### src/inc/dswd_pkg.sv
package dswd_pkg;
  // Frame layout
  localparam int CMD_BITS   = 24;
  localparam int CHECK_BITS = 8;
  localparam int CHECKED_BITS = 32;
  localparam int RW_POS     = 23;
  localparam int DEV_HI_POS = 22;
  localparam int DEV_LO_POS = 21;
  localparam int RSEL_MSB   = 20;
  localparam int RSEL_LSB   = 18;
  localparam int CH_MSB     = 17;
  localparam int CH_LSB     = 16;
  localparam int CSEL_MSB   = 15;
  localparam int CSEL_LSB   = 13;
  localparam int CDATA_MSB  = 12;
  // Register-select codes
  localparam logic [2:0] RSEL_CODE     = 3'h0;
  localparam logic [2:0] RSEL_NOP      = 3'h1;
  localparam logic [2:0] RSEL_GAIN     = 3'h2;
  localparam logic [2:0] RSEL_GAIN_ALL = 3'h3;
  localparam logic [2:0] RSEL_OFS      = 3'h4;
  localparam logic [2:0] RSEL_OFS_ALL  = 3'h5;
  localparam logic [2:0] RSEL_CLR      = 3'h6;
  localparam logic [2:0] RSEL_CTRL     = 3'h7;
  // Control-target codes
  localparam logic [2:0] CSEL_CHCTRL = 3'h2;
  localparam logic [2:0] CSEL_BOOST  = 3'h3;
  // Reset values
  localparam logic [15:0] CODE_RST  = 16'h0000;
  localparam logic [15:0] GAIN_RST  = 16'hFFFF;
  localparam logic [15:0] OFS_RST   = 16'h8000;
  localparam logic [15:0] CLR_RST   = 16'h0000;
  localparam logic [12:0] CTRL_RST  = 13'h0000;
  // Host APB map
  localparam logic [7:0] A_CTRL  = 8'h00;
  localparam logic [7:0] A_WORD  = 8'h04;
  localparam logic [7:0] A_CHECK = 8'h08;
  localparam logic [7:0] A_STAT  = 8'h0C;
  localparam int START_POS  = 0;
  localparam int CHK_EN_POS = 1;
  localparam int BUSY_POS   = 0;
  localparam int SETTLE_POS = 1;
  localparam int PEND_POS   = 2;
  // Timing
  localparam int CLK_MHZ    = 250;
  localparam int SETTLE_US  = 200;
  localparam int SETTLE_CYC = SETTLE_US * CLK_MHZ;
  localparam int SCLK_HALF  = 4;
endpackage : dswd_pkg

### src/inc/dswd_if.sv
`timescale 1ns/1ps
`default_nettype none
interface dswd_if;
  logic sclk;
  logic sync_n;
  logic sdin;
  modport host_mp (output sclk, output sync_n, output sdin);
  modport dev_mp  (input sclk, input sync_n, input sdin);
endinterface : dswd_if
`default_nettype wire

### src/hw/dswd_sync.sv
`timescale 1ns/1ps
`default_nettype none
module dswd_sync #(
  parameter int WIDTH = 1
) (
  input  wire logic             pclk,
  input  wire logic             presetn,
  input  wire logic [WIDTH-1:0] async_in,
  output var  logic [WIDTH-1:0] sync_out
);
  logic [WIDTH-1:0] meta_ff;

  for (genvar i = 0; i < WIDTH; i++)
  begin : g_bit
    always_ff @(posedge pclk or negedge presetn)
    begin
      if (!presetn)
      begin
        meta_ff[i]  <= 1'b1;
        sync_out[i] <= 1'b1;
      end
      else
      begin
        meta_ff[i]  <= async_in[i];
        sync_out[i] <= meta_ff[i];
      end
    end
  end
endmodule : dswd_sync
`default_nettype wire

### src/hw/dswd_device.sv
`timescale 1ns/1ps
`default_nettype none
module dswd_device (
  input  wire logic              pclk,
  input  wire logic              presetn,
  dswd_if.dev_mp                 link,
  input  wire logic              strap_pin_hi,
  input  wire logic              strap_pin_lo,
  input  wire logic              frame_check_enable,
  output var  logic [3:0][15:0]  channel_output_code,
  output var  logic [3:0][15:0]  gain_trim,
  output var  logic [3:0][15:0]  offset_trim,
  output var  logic [3:0][15:0]  clear_code,
  output var  logic [3:0][12:0]  channel_control,
  output var  logic [12:0]       boost_config,
  output var  logic              ctrl_wr_pulse,
  output var  logic [2:0]        ctrl_wr_target,
  output var  logic [1:0]        ctrl_wr_channel,
  output var  logic [12:0]       ctrl_wr_data,
  output var  logic              read_pulse,
  output var  logic [23:0]       read_word,
  output var  logic [7:0]        check_code,
  output var  logic              frame_drop_pulse
);
  logic [4:0]  pins_s;
  logic        sclk_s;
  logic        sync_n_s;
  logic        sdin_s;
  logic        strap_hi_s;
  logic        strap_lo_s;
  logic        sclk_d_ff;
  logic        sync_n_d_ff;
  logic [31:0] shift_ff;
  logic [5:0]  count_ff;
  logic        sclk_fall;
  logic        frame_start;
  logic        frame_end;
  logic [5:0]  frame_len;
  logic [23:0] cmd_word;
  logic        frame_ok;
  logic        addr_hit;
  logic        wr_en;
  logic [2:0]  rsel;
  logic [1:0]  chan;
  logic [15:0] payload;

  // Pins come from another party's timing and are resynchronised
  dswd_sync #(
    .WIDTH (5)
  ) u_sync (
    .pclk     (pclk),
    .presetn  (presetn),
    .async_in ({link.sclk, link.sync_n, link.sdin, strap_pin_hi, strap_pin_lo}),
    .sync_out (pins_s)
  );

  assign sclk_s     = pins_s[4];
  assign sync_n_s   = pins_s[3];
  assign sdin_s     = pins_s[2];
  assign strap_hi_s = pins_s[1];
  assign strap_lo_s = pins_s[0];

  assign sclk_fall   = sclk_d_ff & ~sclk_s;
  assign frame_start = sync_n_d_ff & ~sync_n_s;
  assign frame_end   = ~sync_n_d_ff & sync_n_s;

  always_ff @(posedge pclk or negedge presetn)
  begin
    if (!presetn)
    begin
      sclk_d_ff   <= 1'b1;
      sync_n_d_ff <= 1'b1;
    end
    else
    begin
      sclk_d_ff   <= sclk_s;
      sync_n_d_ff <= sync_n_s;
    end
  end

  // Data is sampled on the falling serial clock edge while the frame is open
  always_ff @(posedge pclk or negedge presetn)
  begin
    if (!presetn)
      shift_ff <= '0;
    else if (!sync_n_s && sclk_fall)
      shift_ff <= {shift_ff[30:0], sdin_s};
  end

  // Saturating count so an overlong frame can never alias to a valid length
  always_ff @(posedge pclk or negedge presetn)
  begin
    if (!presetn)
      count_ff <= '0;
    else if (frame_start)
      count_ff <= '0;
    else if (!sync_n_s && sclk_fall && count_ff != 6'h3F)
      count_ff <= count_ff + 6'h01;
  end

  assign frame_len = frame_check_enable ? 6'(dswd_pkg::CHECKED_BITS)
                                        : 6'(dswd_pkg::CMD_BITS);
  assign cmd_word  = frame_check_enable ? shift_ff[31:8] : shift_ff[23:0];
  assign frame_ok  = frame_end && (count_ff == frame_len);
  assign addr_hit  = (cmd_word[dswd_pkg::DEV_HI_POS] == strap_hi_s) &&
                     (cmd_word[dswd_pkg::DEV_LO_POS] == strap_lo_s);
  assign wr_en     = frame_ok && addr_hit && !cmd_word[dswd_pkg::RW_POS];
  assign rsel      = cmd_word[dswd_pkg::RSEL_MSB:dswd_pkg::RSEL_LSB];
  assign chan      = cmd_word[dswd_pkg::CH_MSB:dswd_pkg::CH_LSB];
  assign payload   = cmd_word[15:0];

  // Per-channel data registers; all-channel codes ignore the channel bits
  for (genvar ch = 0; ch < 4; ch++)
  begin : g_chan
    logic hit;
    logic ctrl_hit;
    assign hit      = wr_en && (chan == 2'(ch));
    assign ctrl_hit = hit && (rsel == dswd_pkg::RSEL_CTRL) &&
                      (cmd_word[dswd_pkg::CSEL_MSB:dswd_pkg::CSEL_LSB] ==
                       dswd_pkg::CSEL_CHCTRL);

    always_ff @(posedge pclk or negedge presetn)
    begin
      if (!presetn)
        channel_output_code[ch] <= dswd_pkg::CODE_RST;
      else if (hit && rsel == dswd_pkg::RSEL_CODE)
        channel_output_code[ch] <= payload;
    end

    always_ff @(posedge pclk or negedge presetn)
    begin
      if (!presetn)
        gain_trim[ch] <= dswd_pkg::GAIN_RST;
      else if ((hit && rsel == dswd_pkg::RSEL_GAIN) ||
               (wr_en && rsel == dswd_pkg::RSEL_GAIN_ALL))
        gain_trim[ch] <= payload;
    end

    always_ff @(posedge pclk or negedge presetn)
    begin
      if (!presetn)
        offset_trim[ch] <= dswd_pkg::OFS_RST;
      else if ((hit && rsel == dswd_pkg::RSEL_OFS) ||
               (wr_en && rsel == dswd_pkg::RSEL_OFS_ALL))
        offset_trim[ch] <= payload;
    end

    always_ff @(posedge pclk or negedge presetn)
    begin
      if (!presetn)
        clear_code[ch] <= dswd_pkg::CLR_RST;
      else if (hit && rsel == dswd_pkg::RSEL_CLR)
        clear_code[ch] <= payload;
    end

    // Range and output enable live here; a range change rewrites this and the ctrl_wr_target/ctrl_wr_channel/ctrl_wr_data report, not boost_config
    always_ff @(posedge pclk or negedge presetn)
    begin
      if (!presetn)
        channel_control[ch] <= dswd_pkg::CTRL_RST;
      else if (ctrl_hit)
        channel_control[ch] <= cmd_word[dswd_pkg::CDATA_MSB:0];
    end
  end

  // Boost settings change only on their own target, never on a range change
  always_ff @(posedge pclk or negedge presetn)
  begin
    if (!presetn)
      boost_config <= dswd_pkg::CTRL_RST;
    else if (wr_en && rsel == dswd_pkg::RSEL_CTRL &&
             cmd_word[dswd_pkg::CSEL_MSB:dswd_pkg::CSEL_LSB] == dswd_pkg::CSEL_BOOST)
      boost_config <= cmd_word[dswd_pkg::CDATA_MSB:0];
  end

  // Every control write is also reported for targets held outside this block
  always_ff @(posedge pclk or negedge presetn)
  begin
    if (!presetn)
    begin
      ctrl_wr_pulse   <= 1'b0;
      ctrl_wr_target  <= '0;
      ctrl_wr_channel <= '0;
      ctrl_wr_data    <= '0;
    end
    else
    begin
      ctrl_wr_pulse <= wr_en && rsel == dswd_pkg::RSEL_CTRL;
      if (wr_en && rsel == dswd_pkg::RSEL_CTRL)
      begin
        ctrl_wr_target  <= cmd_word[dswd_pkg::CSEL_MSB:dswd_pkg::CSEL_LSB];
        ctrl_wr_channel <= chan;
        ctrl_wr_data    <= cmd_word[dswd_pkg::CDATA_MSB:0];
      end
    end
  end

  // Select 001 reaches no register: none of the decodes above matches it

  // Reads latch the command word into read_word; readback framing is handled elsewhere
  always_ff @(posedge pclk or negedge presetn)
  begin
    if (!presetn)
    begin
      read_pulse <= 1'b0;
      read_word  <= '0;
    end
    else
    begin
      read_pulse <= frame_ok && addr_hit && cmd_word[dswd_pkg::RW_POS];
      if (frame_ok && addr_hit && cmd_word[dswd_pkg::RW_POS])
        read_word <= cmd_word;
    end
  end

  // Check byte is exposed; the check itself is computed outside
  always_ff @(posedge pclk or negedge presetn)
  begin
    if (!presetn)
      check_code <= '0;
    else if (frame_ok && frame_check_enable)
      check_code <= shift_ff[7:0];
  end

  always_ff @(posedge pclk or negedge presetn)
  begin
    if (!presetn)
      frame_drop_pulse <= 1'b0;
    else
      frame_drop_pulse <= frame_end && (count_ff != frame_len);
  end
endmodule : dswd_device
`default_nettype wire

### src/flat_wrapper.sv
// flat-port wrapper written by rule: the top's interface ports become plain ports
module dswd_device_flat 
  (pclk, presetn, strap_pin_hi, strap_pin_lo, frame_check_enable, channel_output_code, gain_trim, offset_trim, clear_code, channel_control, boost_config, ctrl_wr_pulse, ctrl_wr_target, ctrl_wr_channel, ctrl_wr_data, read_pulse, read_word, check_code, frame_drop_pulse, link_sclk, link_sync_n, link_sdin);
  dswd_if link_i ();
  input  wire logic pclk;
  input  wire logic presetn;
  input  wire logic strap_pin_hi;
  input  wire logic strap_pin_lo;
  input  wire logic frame_check_enable;
  output var  logic [3:0][15:0] channel_output_code;
  output var  logic [3:0][15:0] gain_trim;
  output var  logic [3:0][15:0] offset_trim;
  output var  logic [3:0][15:0] clear_code;
  output var  logic [3:0][12:0] channel_control;
  output var  logic [12:0] boost_config;
  output var  logic ctrl_wr_pulse;
  output var  logic [2:0] ctrl_wr_target;
  output var  logic [1:0] ctrl_wr_channel;
  output var  logic [12:0] ctrl_wr_data;
  output var  logic read_pulse;
  output var  logic [23:0] read_word;
  output var  logic [7:0] check_code;
  output var  logic frame_drop_pulse;
  input wire logic [$bits(link_i.sclk)-1:0] link_sclk;
  input wire logic [$bits(link_i.sync_n)-1:0] link_sync_n;
  input wire logic [$bits(link_i.sdin)-1:0] link_sdin;
  assign link_i.sclk = link_sclk;
  assign link_i.sync_n = link_sync_n;
  assign link_i.sdin = link_sdin;
  dswd_device u_core (.pclk(pclk), .presetn(presetn), .link(link_i), .strap_pin_hi(strap_pin_hi), .strap_pin_lo(strap_pin_lo), .frame_check_enable(frame_check_enable), .channel_output_code(channel_output_code), .gain_trim(gain_trim), .offset_trim(offset_trim), .clear_code(clear_code), .channel_control(channel_control), .boost_config(boost_config), .ctrl_wr_pulse(ctrl_wr_pulse), .ctrl_wr_target(ctrl_wr_target), .ctrl_wr_channel(ctrl_wr_channel), .ctrl_wr_data(ctrl_wr_data), .read_pulse(read_pulse), .read_word(read_word), .check_code(check_code), .frame_drop_pulse(frame_drop_pulse));
endmodule
### config.mk
export PLATFORM = sky130hd
export DESIGN_NAME = dswd_device_flat
export DESIGN_NICKNAME = d
export VERILOG_FILES = /design/src/inc/dswd_pkg.sv /design/src/inc/dswd_if.sv /design/src/hw/dswd_sync.sv /design/src/hw/dswd_device.sv /design/src/flat_wrapper.sv
export SDC_FILE = /design/constraint.sdc
export NUM_CORES = 1
export LEC_CHECK = 0
export BUFFER_PORTS_ARGS = -buffer_cell sky130_fd_sc_hd__buf_2
export CAP_MARGIN = 0
export CELL_PAD_IN_SITES_DETAIL_PLACEMENT = 1
export CELL_PAD_IN_SITES_GLOBAL_PLACEMENT = 1
export CORE_MARGIN = 5
export CORE_UTILIZATION = 46
export CTS_BUF_LIST = sky130_fd_sc_hd__clkbuf_2 sky130_fd_sc_hd__clkbuf_4 sky130_fd_sc_hd__clkbuf_8
export DETAILED_ROUTE_END_ITERATION = 10
export GPL_TIMING_DRIVEN = 0
export PLACE_DENSITY = 0.81
export SYNTH_ARGS = -nofsm -noshare
export SYNTH_HDL_FRONTEND = slang
export SYNTH_SLANG_ARGS = --single-unit
### constraint.sdc
create_clock -name pclk -period 3.11 [get_ports pclk]
set_input_delay 0.311 -clock pclk [delete_from_list [all_inputs] [get_ports pclk]]
set_output_delay 0.311 -clock pclk [all_outputs]
set_load 0.02 [all_outputs]
### After elaboration in Yosys (flattened, before gate mapping)

Cells that the tools add are included.

* bits in registers: 424
* logic and storage cells: 124
* latch bits: 0
* input bits: 8
* memory bits (writable): 0
* ROM bits: 0
* memories kept: 0
* output and inout port bits: 374

* divide/modulo/power cells: 0
* $lt $le $gt $ge: 0
* add/sub/neg operators: 1
* shift-type cells: 0
* eq/ne operators: 16
* bitwise logic cells: 6
* reduce and logical (&&, ||, !) cells: 54
* multipliers: 0
* muxes and demuxes: 4

Operator list (number)
* 1-bit logical AND: 41
* 24-bit two-way mux: 1
* 6-bit two-way mux: 3
* 3-bit by 2-bit == test with 1-bit output (second input constant): 4
* 3-bit == test (second input constant): 4
* 1-bit logical OR: 8
* 6-bit by 1-bit adder with 6-bit output (second input constant): 1
* 6-bit == test: 1
* 6-bit != test: 1
* 6-bit != test (second input constant): 1
* 2-bit == test (second input constant): 2
* 1-bit bitwise AND: 3
* 3-bit zero test: 1
* 1-bit NOT: 3
* 1-bit == test: 2
* 2-bit by 1-bit == test with 1-bit output (second input constant): 1
* 1-bit zero test: 2
* 2-bit zero test: 1
* 2-bit nonzero test: 1

### Logic depth before layout (Yosys ltp)

Gate-level depths: netlist of run 1.

* word-level depth: 8
* gate-level depth with buffers: 10
* mapped depth without buffers: 7

### Hierarchy

A second synthesis of run 1 with hierarchy kept.

* cell total of the unflattened synthesis: 1112
* area total of the unflattened synthesis: 16763.6 µm²

Modules (own cells, without submodules)
* dswd_device: area an instance 16500.8 µm², seq. area each 10447.5 µm², cells each 1102, times used 1
* dswd_sync: area an instance 262.8 µm², seq. area each 262.8 µm², cells each 10, times used 1

### Least setup slack after synthesis of run 1

No wires, ideal clock.

* path type: input-to-reg
* from: input port frame_check_enable
* to: register u_core.channel_control[28] (netlist bit)
* arrival time: 2352 ps
* cell stages on the path: 8
* path buffers: 3
* slack: 634 ps
* setup time: 125 ps
* required time: 2985 ps
* cells stage by stage: buf_6 > buf_4 > mux2_2 > nor4_1 > nand4_1 > nor4_2 > buf_4 > mux2_2

* cells in the longest elaborated chain, start to end: 8
* elaborated cells on any way between the ends: 16
* classes of those cells: 6 x eq/ne; 2 x mux; 8 x reduce/logical

RTL lines
* from (decl): RTL line flat_wrapper.sv:9 `input wire logic frame_check_enable;`
* 6-bit two-way mux / 24-bit two-way mux (equally long branches): RTL line dswd_device.sv:101, dswd_device.sv:103
* 6-bit == test (tied with other cells): RTL line dswd_device.sv:104 `assign frame_ok = frame_end && (count_ff == frame_len);`
* 1-bit logical AND (on tied branches): RTL line dswd_device.sv:104, dswd_device.sv:105
* 1-bit logical AND (2 in series): RTL line dswd_device.sv:107 `assign wr_en = frame_ok && addr_hit && !cmd_word[dswd_pkg::RW_POS];`
* 1-bit logical AND: RTL line dswd_device.sv:117 `assign hit = wr_en && (chan == 2'(ch));`
* 1-bit logical AND (2 in series): RTL line dswd_device.sv:118 `assign ctrl_hit = hit && (rsel == dswd_pkg::RSEL_CTRL) &&`
* to (signal, indexed assignment): RTL line dswd_device.sv:160 `channel_control[ch] <= dswd_pkg::CTRL_RST;`
* to (signal, indexed assignment): RTL line dswd_device.sv:162 `channel_control[ch] <= cmd_word[dswd_pkg::CDATA_MSB:0];`
* to (decl): RTL line dswd_device.sv:14 `output var logic [3:0][12:0] channel_control,`

Several ways; a longest one is shown, not always the timed one.
A chain may end at the register's enable or synchronous reset.

### Worst setup path after layout of run 1

* from: register u_core.shift_ff[23]
* to: register u_core.ctrl_wr_target[1]

* cells in the longest elaborated chain, start to end: 4

RTL lines
* from (decl): RTL line dswd_device.sv:33 `logic [31:0] shift_ff;`
* from (signal assigned): RTL line dswd_device.sv:87 `shift_ff <= {shift_ff[30:0], sdin_s};`
* 24-bit two-way mux: RTL line dswd_device.sv:103 `assign cmd_word = frame_check_enable ? shift_ff[31:8] : shift_ff[23:0];`
* 1-bit zero test: RTL line dswd_device.sv:107
* 1-bit logical AND: RTL line dswd_device.sv:107
* 1-bit logical AND: RTL line dswd_device.sv:189 `if (wr_en && rsel == dswd_pkg::RSEL_CTRL)`
* to (signal assigned): RTL line dswd_device.sv:191 `ctrl_wr_target <= cmd_word[dswd_pkg::CSEL_MSB:dswd_pkg::CSEL_LSB];`
* to (decl): RTL line dswd_device.sv:17 `output var logic [2:0] ctrl_wr_target,`

Every way passes these cells.

==> reports/qor.txt, run 1 <==
Final ANT Viol Nets -> 0
P_leak -> 11.7 nW
CP top delay family -> multiplexers
F_max -> 350 MHz
Hold Path Depth -> 3
Critical path depth -> 6
Post-DP HPWL -> 37000 um
Top-count cell post-synth -> mux2_2
Hold Crit Class -> input port to flip-flop
Yosys reg bits -> 424
Placed Cells -> 1899
Status -> completed
Worst-path clk slew -> 60 ps
PwrDens -> 556 nW/um^2
Seq/Total Area, Yosys -> 63.6%
Gr ovfl total -> 0
DIE HEIGHT -> 201 um
Syn Inst Count -> 1048
Ys flop type -> dfrtp_1
Slowest CP cell -> a2111oi_2
Number of buffers inserted during clock tree synthesis -> 71
Syn Area/Cell -> 16.1 um^2
Vias per std cell -> 5.32
CORE AREA -> 36300 um^2
Largest net degree at the start of global routing -> 129
RSZ-0062 raised after global routing -> no
Mapped Area -> 16800 um^2
Share of cells above drive strength 1 -> 66.3%
Final hold violation count -> 0
Max H-tree Level -> 3
Measured slew at the worst slew-check pin -> 1050 ps
FILL cells -> 3575
Syn. warnings -> 0
Final worst slack -> 253 ps
Worst vdd ir -> 0.000425 V
Critical path capture point type -> flip-flop
# rows -> 70
Total Routing Usage GR -> 26.3%
Number of global-route vias before repair -> 12400
Die footprint -> 40500 um^2
Diode count -> 0
RD Place Congestion -> 0.850
Non-Filler Instances -> 2045
DR WL/cell -> 26.2 um
Asr flop ratio synth -> 100%
Count of buffers from port buffering -> 380
Startpoint Class -> flip-flop
Critical path data arrival time -> 3340 ps
Crit path time final -> 2860 ps
Ports -> 382
Worst clock skew -> 39.5 ps
Yosys cell types -> 54
Vias after detailed routing -> 10900
Largest area contributor in the netlist -> dfrtp_1
Crit Path Category -> flip-flop to flip-flop
Antenna violations before repair -> 0
Max clock buf depth -> 3
Horiz. Die Dim -> 201 um
Buf/Inv on CP -> 1
Max Slew Vio Count -> 0
CP Cell Sequence -> mux2_4, a2111oi_2, nand3_1, nor2_4, buf_2, mux2_2
First-pass DRT Iterations -> 4
Top post-synthesis cells by area -> dfrtp_1, mux2_2, dfstp_2
Clock sinks -> 424
Max-Cap Viols -> 0
Root Driver -> clkbuf_8
Area share of the largest cell type after synthesis -> 51.1%
Clock latency on the worst-skew pair -> 630 ps
Nets -> 1530
Post-synth EDFFs -> 0
CTS tree -> done
CP max FO -> 10
First-pass GRT wire length -> 81500 um
Starting Density -> 46.3%
Slew HR -> 29.6%
Synth cell count leaders -> mux2_2, dfrtp_1, dfstp_2
FF-to-FF path depth -> 6
Final setup fails -> 0
Syn Nets -> 1058
Pre-CTS setup slack -> -279 ps
Post-route DRC -> 0
Overall power -> 11.8 mW
Critical Path RT -> 3590 ps
Hold_ws -> 163 ps
CP peak stage delay -> 570 ps
Drt initial violations -> 491
Final WL -> 53600 um
Period utilization -> 91.9%
Area grow syn2layout -> 25.6%
Final core occ -> 58.2%
path summary, 6_finish.rpt:
path | startpoint | to | slack, ps
min in group asynchronous | presetn | u_core.channel_control[10] | 270
max in group asynchronous | presetn | u_core.clear_code[36] | 1260
max | u_core.shift_ff[23] | u_core.ctrl_wr_target[1] | 250
min | frame_check_enable | u_core.read_word[21] | 160
min reg2reg | u_core.u_sync.meta_ff[0] | u_core.u_sync.sync_out[0] | 340
max reg2reg | u_core.shift_ff[23] | u_core.ctrl_wr_target[1] | 250
registers in the layout, summed over array words and instances, names as in the netlist, 6 cells and up:
signal	cells
u_core.ctrl_wr_data	13
u_core.count_ff	6
u_core.shift_ff	32
u_core.read_word	24
u_core.channel_output_code	64
u_core.offset_trim	64
u_core.channel_control	52
u_core.gain_trim	64
u_core.clear_code	64
u_core.boost_config	13
u_core.check_code	8
cell type report:
class                           instances  area, um^2  share of cell area [%]
Clock inverter                         18         211                   0.999
Multi-Input combinational cell        557        5830                    27.6
Buffer                                 65         317                    1.50
Clock buffer                          112        1370                    6.46
Inverter                                2        7.51                  0.0355
Sequential cell                       424       10700                    50.6
Timing Repair Buffer                  399        2130                    10.1
Tap cell                              468         586                    2.77
routing by layer:
layer / vias up / part of all wire, % / track usage [%]
met4: 0 / 2.5 / 8.47
met2: 399 / 48 / 43.3
li1: 4680 / - / -
met5: - / 0 / 0
met3: 78 / 9.2 / 9.19
met1: 5732 / 40 / 32.8
cells by family after synthesis:
logic type | after synthesis | share of synthesized area, %
AOI/OAI and AO/OA | 27 | 1.03
xor gates and xnor gates | 8 | 0.505
adders and majority gates | 2 | 0.149
buffers and inverters | 67 | 1.92
DFF | 424 | 63.6
muxes | 416 | 28.7
and+or+nand+nor | 104 | 4.10
report_power, final:
part	internal, mW	leakage [nW]	switching [mW]
registers	5.59	5.62	0.0612
logic	0.142	5.27	0.497
clock network	3.15	0.843	2.32
what timing repair did:
action / in CTS / in global routing
pin swaps: 0 / 3
setup endpoints to repair: 10 / 57
gates resized for setup: 1 / 2
hold endpoints to repair: 76 / 0
setup buffers: 0 / 10
hold buffers: 6 / 0
placed cells by master, fill, tap and decap left out, types with 4 or more instances in the layout:
cell / n
clkbuf_4: 28
xor2_1: 5
nand2_1: 25
dlygate4sd3_1: 6
nand3_1: 6
clkbuf_8: 84
buf_6: 5
bufinv_16: 4
nor2_1: 19
dfstp_2: 80
nand4_1: 10
mux2_2: 351
nand2_4: 4
clkbuf_1: 39
inv_6: 5
mux2i_1: 5
dfrtp_1: 344
nor4_4: 5
buf_4: 15
a21oi_1: 9
mux2_4: 41
buf_2: 392
clkinv_2: 8
o21ai_0: 7
mux2_1: 17
worst reg2reg max path, stage by stage, from the launching register on:
cell and delay (ps):
dfrtp_1 430, mux2_4 320, a2111oi_2 570, nand3_1 240, nor2_4 370, buf_2 410, mux2_2 390
through the flow:
step / area, um^2 / TNS [ps]
final: 21200 / 0
after global routing: 21200 / 0
after CTS: 21100 / 0
after detailed placement: 19400 / -4000
after global placement: 19300 / -2525490
after floorplan: 16800 / 0
(Power assumes the default switching activity.)
==> run 2: changes to the inputs <==
Settings changed: CORE_UTILIZATION 46 to 42, PLACE_DENSITY 0.81 to 0.78.
Clock period 3.11 ns to 2.4 ns, I/O delays scaled along.
==> run 2 against run 1 <==
The flow now finishes with violations (negative setup slack). Critical path depth increased by 3. Clock skew fell by 6.5 ps. Count of clock-buffer cells in the layout grew 1. Largest power group unchanged.
==> reports/qor.txt, run 2 (synthesis gave the netlist of run 1 again) <==
Max Slew Vio Count -> 0 (unchanged)
Post-route cell area -> 22000 um^2 (was 21200 um^2)
Final worst slack -> -11.9 ps (was 253 ps)
Critical Path RT -> 2900 ps (was 3590 ps)
Non-Filler Instances -> 2144 (was 2045)
Crit path time final -> 2410 ps (was 2860 ps)
RR Startpoint -> u_core.shift_ff[21] (was u_core.shift_ff[23])
Largest net degree at the start of global routing -> 125 (was 129)
Multi-input gate area -> 6150 um^2 (was 5830 um^2)
DIE HEIGHT -> 210 um (was 201 um)
Area grow syn2layout -> 30.7% (was 25.6%)
Clock latency on the worst-skew pair -> 630 ps (about the same)
CTS tree -> done (unchanged)
Crit Path Category -> flip-flop to flip-flop (unchanged)
Sw Ratio -> 25.5% (was 24.5%)
Status -> finished with violations (was completed)
Reg area -> 10700 um^2 (about the same)
Horiz. Die Dim -> 210 um (was 201 um)
Final WL -> 56100 um (was 53600 um)
Drt initial violations -> 583 (was 491)
CORE AREA -> 39700 um^2 (was 36300 um^2)
Diode count -> 0 (unchanged)
Failing checks -> negative setup slack
Max H-tree Level -> 3 (unchanged)
Final ANT Viol Nets -> 0 (unchanged)
Worst-path clk slew -> 70 ps (was 60 ps)
Max-Cap Viols -> 0 (unchanged)
Critical path capture point type -> flip-flop (unchanged)
P_leak -> 12.0 nW (was 11.7 nW)
Hold_ws -> 117 ps (was 163 ps)
Critical Path Start -> u_core.shift_ff[21] (was u_core.shift_ff[23])
Vias after detailed routing -> 11200 (was 10900)
Post-DP HPWL -> 37800 um (was 37000 um)
Nets -> 1573 (was 1530)
Post-route DRC -> 0 (unchanged)
First-pass GRT wire length -> 82200 um (was 81500 um)
Ports -> 382 (unchanged)
Commonest non-fill, non-tap cell in the layout -> buf_2 (unchanged)
Most frequent cells in the layout -> buf_2, mux2_2, dfrtp_1 (unchanged)
FILL cells -> 3954 (was 3575)
Gr ovfl total -> 0 (unchanged)
Worst vdd ir -> 0.000519 V (was 0.000425 V)
Flop pwr share -> 48.9% (was 48.1%)
Max clock buf depth -> 3 (unchanged)
FF-to-FF path depth -> 9 (was 6)
Comb pwr share -> 5.9% (was 5.4%)
Number of buffers inserted during clock tree synthesis -> 72 (was 71)
PwrDens -> 681 nW/um^2 (was 556 nW/um^2)
Number of global-route vias before repair -> 12400 (about the same)
Final core occ -> 55.4% (was 58.2%)
Clock sinks -> 424 (unchanged)
Placed Cells -> 1956 (was 1899)
Post-Place Cell Area -> 19500 um^2 (was 19400 um^2)
Total Routing Usage GR -> 24.5% (was 26.3%)
Measured slew at the worst slew-check pin -> 892 ps (was 1050 ps)
DR WL/cell -> 26.2 um (about the same)
RD Place Congestion -> 0.846 (was 0.850)
# rows -> 73 (was 70)
Hold Crit Class -> input port to flip-flop (unchanged)
Setup TNS -> -42.2 ps (was 0 ps)
Psw -> 3.82 mW (was 2.88 mW)
Period utilization -> 100% (was 91.9%)
Die footprint -> 44200 um^2 (was 40500 um^2)
Share of cells above drive strength 1 -> 69.6% (was 66.3%)
Starting Density -> 42.4% (was 46.3%)
RSZ-0062 raised after global routing -> yes (was no)
Pre-CTS setup slack -> -1010 ps (was -279 ps)
Final hold violation count -> 0 (unchanged)
Slew HR -> 40.6% (was 29.6%)
Power Internal -> 11.2 mW (was 8.88 mW)
CP max FO -> 10 (unchanged)
Antenna violations before repair -> 0 (unchanged)
Final setup fails -> 5 (was 0)
Root Driver -> clkbuf_8 (unchanged)
Vias per std cell -> 5.22 (was 5.32)
Count of buffers from port buffering -> 380 (unchanged)
Clock share of power -> 45.2% (was 46.5%)
Worst clock skew -> 33.0 ps (was 39.5 ps)
R2R setup slack -> -10 ps (was 250 ps)
Terminus of the critical flop-to-flop path -> u_core.channel_control[45] (was u_core.ctrl_wr_target[1])
First-pass DRT Iterations -> 5 (was 4)
Critical path data arrival time -> 2910 ps (was 3340 ps)
Overall power -> 15.0 mW (was 11.8 mW)
F_max -> 415 MHz (was 350 MHz)
Startpoint Class -> flip-flop (unchanged)
Critical Path End -> u_core.channel_control[45] (was u_core.ctrl_wr_target[1])
==> run 2: worst min-delay path by stage <==
stage               slack, ps  depth (start not counted)                      from                         end
global route              100                          3        frame_check_enable        u_core.read_word[20]
floorplan                 -60                          0                   presetn      u_core.boost_config[0]
CTS                        90                          3        frame_check_enable        u_core.read_word[20]
global placement          350                          0  u_core.u_sync.meta_ff[1]   u_core.u_sync.sync_out[1]
detailed placement        270                          1                   presetn  u_core.channel_control[49]
finish                    120                          3        frame_check_enable        u_core.read_word[20]
==> run 2: worst max-delay path, cell delays in order (launching register included) <==
cell and delay [ps]:
dfrtp_2 440, mux2i_4 270, buf_6 160, xor2_2 160, nand4_1 140, buf_6 170
nor4_4 250, buf_4 190, buf_12 140, mux2_2 340
==> run 2: layout make-up <==
class                      count  area share [%]
timing repair buffer         443            11.6
clock inverter                17           0.489
sequential                   424            48.7
clock buffer                 113            6.33
multi-input combinational    557            27.9
tap                          525            2.98
buffer                        63            1.92
inverter                       2          0.0341
==> run 2: what timing repair did <==
item	CTS	global route
hold buffers	6	0
endpoints found under the setup margin	380	227
pin swaps	16	8
cloned	2	0
setup buffers	28	24
endpoints found under the hold margin	80	0
resized for setup	67	42
==> run 2: power groups by stage <==
stage                     clock network, mW  logic, mW  registers (mW)
final                                  6.77      0.880            7.33
after global placement                    0      0.811            7.45
after detailed placement                  0      0.851            7.45
after global routing                   7.31      0.948            7.33
after CTS                              6.92      0.880            7.33
after floorplan                           0      0.348            7.41
==> run 2: per-layer routing <==
layer | global-route usage (%) | wire length, um
met5 | 0 | 0
met4 | 7.02 | 1130
met3 | 8.54 | 4930
met2 | 40.2 | 27400
met1 | 31.0 | 22700
==> run 3: changes to the inputs <==
Settings changed: CORE_MARGIN 5 to 4, REMOVE_ABC_BUFFERS set to 1.
==> run 3 against run 2 <==
The run now ends clean. Sequential share of layout area grew 0.94 points. Power up 1.1%. Sequential power hardly changed. Register-to-register slack improved by 50 ps. Global-route usage is 1.3 points lower. Wire length shrank 7.4%. Highest routed layer is now met5.
==> reports/qor.txt, run 3 (synthesis gave the netlist of run 1 again) <==
Commonest non-fill, non-tap cell in the layout -> buf_2 (unchanged)
Ports -> 382 (unchanged)
FILL cells -> 3941 (was 3954)
F_max -> 423 MHz (was 415 MHz)
Final WL -> 52000 um (was 56100 um)
First-pass GRT wire length -> 76900 um (was 82200 um)
Startpoint Class -> flip-flop (unchanged)
CP max FO -> 16 (was 10)
DR WL/cell -> 25.1 um (was 26.2 um)
Share of cells above drive strength 1 -> 69.7% (was 69.6%)
Crit path time final -> 2360 ps (was 2410 ps)
Gr ovfl total -> 0 (unchanged)
Critical path data arrival time -> 2850 ps (was 2910 ps)
Final setup fails -> 0 (was 5)
Post-DP HPWL -> 32900 um (was 37800 um)
Crit Path Category -> flip-flop to flip-flop (unchanged)
# rows -> 73 (unchanged)
Most frequent cells in the layout -> buf_2, mux2_2, dfrtp_1 (unchanged)
Multi-input gate area -> 6140 um^2 (was 6150 um^2)
R2R setup slack -> 40 ps (was -10 ps)
Max clock buf depth -> 3 (unchanged)
Vias after detailed routing -> 10700 (was 11200)
RSZ-0062 raised after global routing -> yes (unchanged)
Worst-path clk slew -> 60 ps (was 70 ps)
Hold Crit Class -> input port to asynchronous set/reset pin (was input port to flip-flop)
FF-to-FF path depth -> 8 (was 9)
Final hold violation count -> 0 (unchanged)
Post-Place Cell Area -> 19300 um^2 (was 19500 um^2)
Max-Cap Viols -> 0 (unchanged)
Horiz. Die Dim -> 208 um (was 210 um)
Starting Density -> 42.4% (unchanged)
First-pass DRT Iterations -> 4 (was 5)
Status -> completed (was finished with violations)
Largest net degree at the start of global routing -> 125 (unchanged)
Count of buffers from port buffering -> 381 (was 380)
Critical Path RT -> 2880 ps (was 2900 ps)
Clock sinks -> 424 (unchanged)
Die footprint -> 43400 um^2 (was 44200 um^2)
Number of buffers inserted during clock tree synthesis -> 74 (was 72)
Period utilization -> 98.4% (was 100%)
Reg area -> 10700 um^2 (about the same)
Antenna violations before repair -> 2 (was 0)
Final ANT Viol Nets -> 0 (unchanged)
Number of global-route vias before repair -> 11800 (was 12400)
Worst clock skew -> 24.0 ps (was 33.0 ps)
DIE HEIGHT -> 208 um (was 210 um)
CTS tree -> done (unchanged)
Vias per std cell -> 5.16 (was 5.22)
CORE AREA -> 39700 um^2 (unchanged)
Critical Path Start -> u_core.count_ff[3] (was u_core.shift_ff[21])
RD Place Congestion -> 0.816 (was 0.846)
Total Routing Usage GR -> 23.2% (was 24.5%)
Nets -> 1496 (was 1573)
Clock latency on the worst-skew pair -> 630 ps (about the same)
Max H-tree Level -> 3 (unchanged)
Area grow syn2layout -> 28.1% (was 30.7%)
Post-route cell area -> 21600 um^2 (was 22000 um^2)
P_leak -> 11.8 nW (was 12.0 nW)
Root Driver -> clkbuf_8 (unchanged)
Drt initial violations -> 396 (was 583)
Critical path capture point type -> flip-flop (unchanged)
RR Startpoint -> u_core.count_ff[3] (was u_core.shift_ff[21])
Critical Path End -> u_core.clear_code[47] (was u_core.channel_control[45])
Non-Filler Instances -> 2073 (was 2144)
Worst vdd ir -> 0.000463 V (was 0.000519 V)
Placed Cells -> 1897 (was 1956)
Max Slew Vio Count -> 0 (unchanged)
Measured slew at the worst slew-check pin -> 870 ps (was 892 ps)
Slew HR -> 42.0% (was 40.6%)
PwrDens -> 701 nW/um^2 (was 681 nW/um^2)
Terminus of the critical flop-to-flop path -> u_core.clear_code[47] (was u_core.channel_control[45])
Post-route DRC -> 0 (unchanged)
[run 3: changes by cell type in the layout (fill, tap and decap cells not counted), sizes merged]
cell / before / now
clkbuf: 150 / 122
inv: 6 / 5
nand2: 29 / 32
diode: 0 / 1
buf: 463 / 418
clkinv: 11 / 10
[run 3: timing repair]
| action | 4_1_cts | 5_1_grt |
|---|---|---|
| resized for setup | 27 | 19 |
| cloned | 0 | 3 |
| endpoints found under the hold margin | 82 | 0 |
| hold buffers | 6 | 0 |
| pin swaps | 14 | 7 |
| setup endpoints to repair | 360 | 234 |
| buffers inserted | 19 | 10 |
[run 3: metrics by stage]
stage	TNS [ps]	setup slack [ps]	util, %	power, mW	hold slack, ps
after floorplan	-67180	-1510	-	7.71	-55.6
after global placement	-3354530	-7230	48.1	8.23	347
after detailed placement	-429780	-1720	48.5	8.27	312
after CTS	-11390	-275	53.6	15.3	188
after global routing	-390	-55.4	54.3	15.7	244
final	0	37.7	54.3	15.1	248
[run 3: per-layer routing]
metal | wire length (um) | GRT usage (%)
met5 | 13 | 0
met1 | 20900 | 29.2
met3 | 3150 | 6.02
met4 | 2540 | 11.6
met2 | 25400 | 37.5
[run 3: report_power, final]
part,internal [mW],total (mW),leakage (nW),switching [mW]
sequential,7.24,7.33,5.62,0.0884
combinational,0.164,0.829,5.37,0.664
clock,3.96,6.98,0.855,3.02
[run 3: cell type report]
class                   instances  share of cell area (%)
diodes                          1                  0.0116
clock buffers                 122                    6.94
clock inverters                15                   0.423
inverters                       2                  0.0348
multi-input cells             560                    28.5
flip-flops and latches        424                    49.6
well taps                     525                    3.04
repair buffers                424                    11.4
[run 3: worst min path at each step]
stage | startpoint | end | slack (ps) | cells after the start
after floorplan | presetn | u_core.boost_config[0] | -60 | 0
after global placement | u_core.u_sync.meta_ff[2] | u_core.u_sync.sync_out[2] | 350 | 0
after detailed placement | presetn | u_core.check_code[2] | 310 | 1
after CTS | frame_check_enable | u_core.read_word[16] | 190 | 3
after global routing | strap_pin_hi | u_core.u_sync.meta_ff[1] | 240 | 2
final | presetn | u_core.clear_code[5] | 250 | 2
[run 3: worst max-delay path, cell delays in order (launching register included)]
cell and delay (ps):
dfrtp_1 440, nand4bb_2 350, a21o_4 340, nor4_4 210
buf_4 180, buf_4 130, nand3_4 70, buf_12 180
mux2_2 300
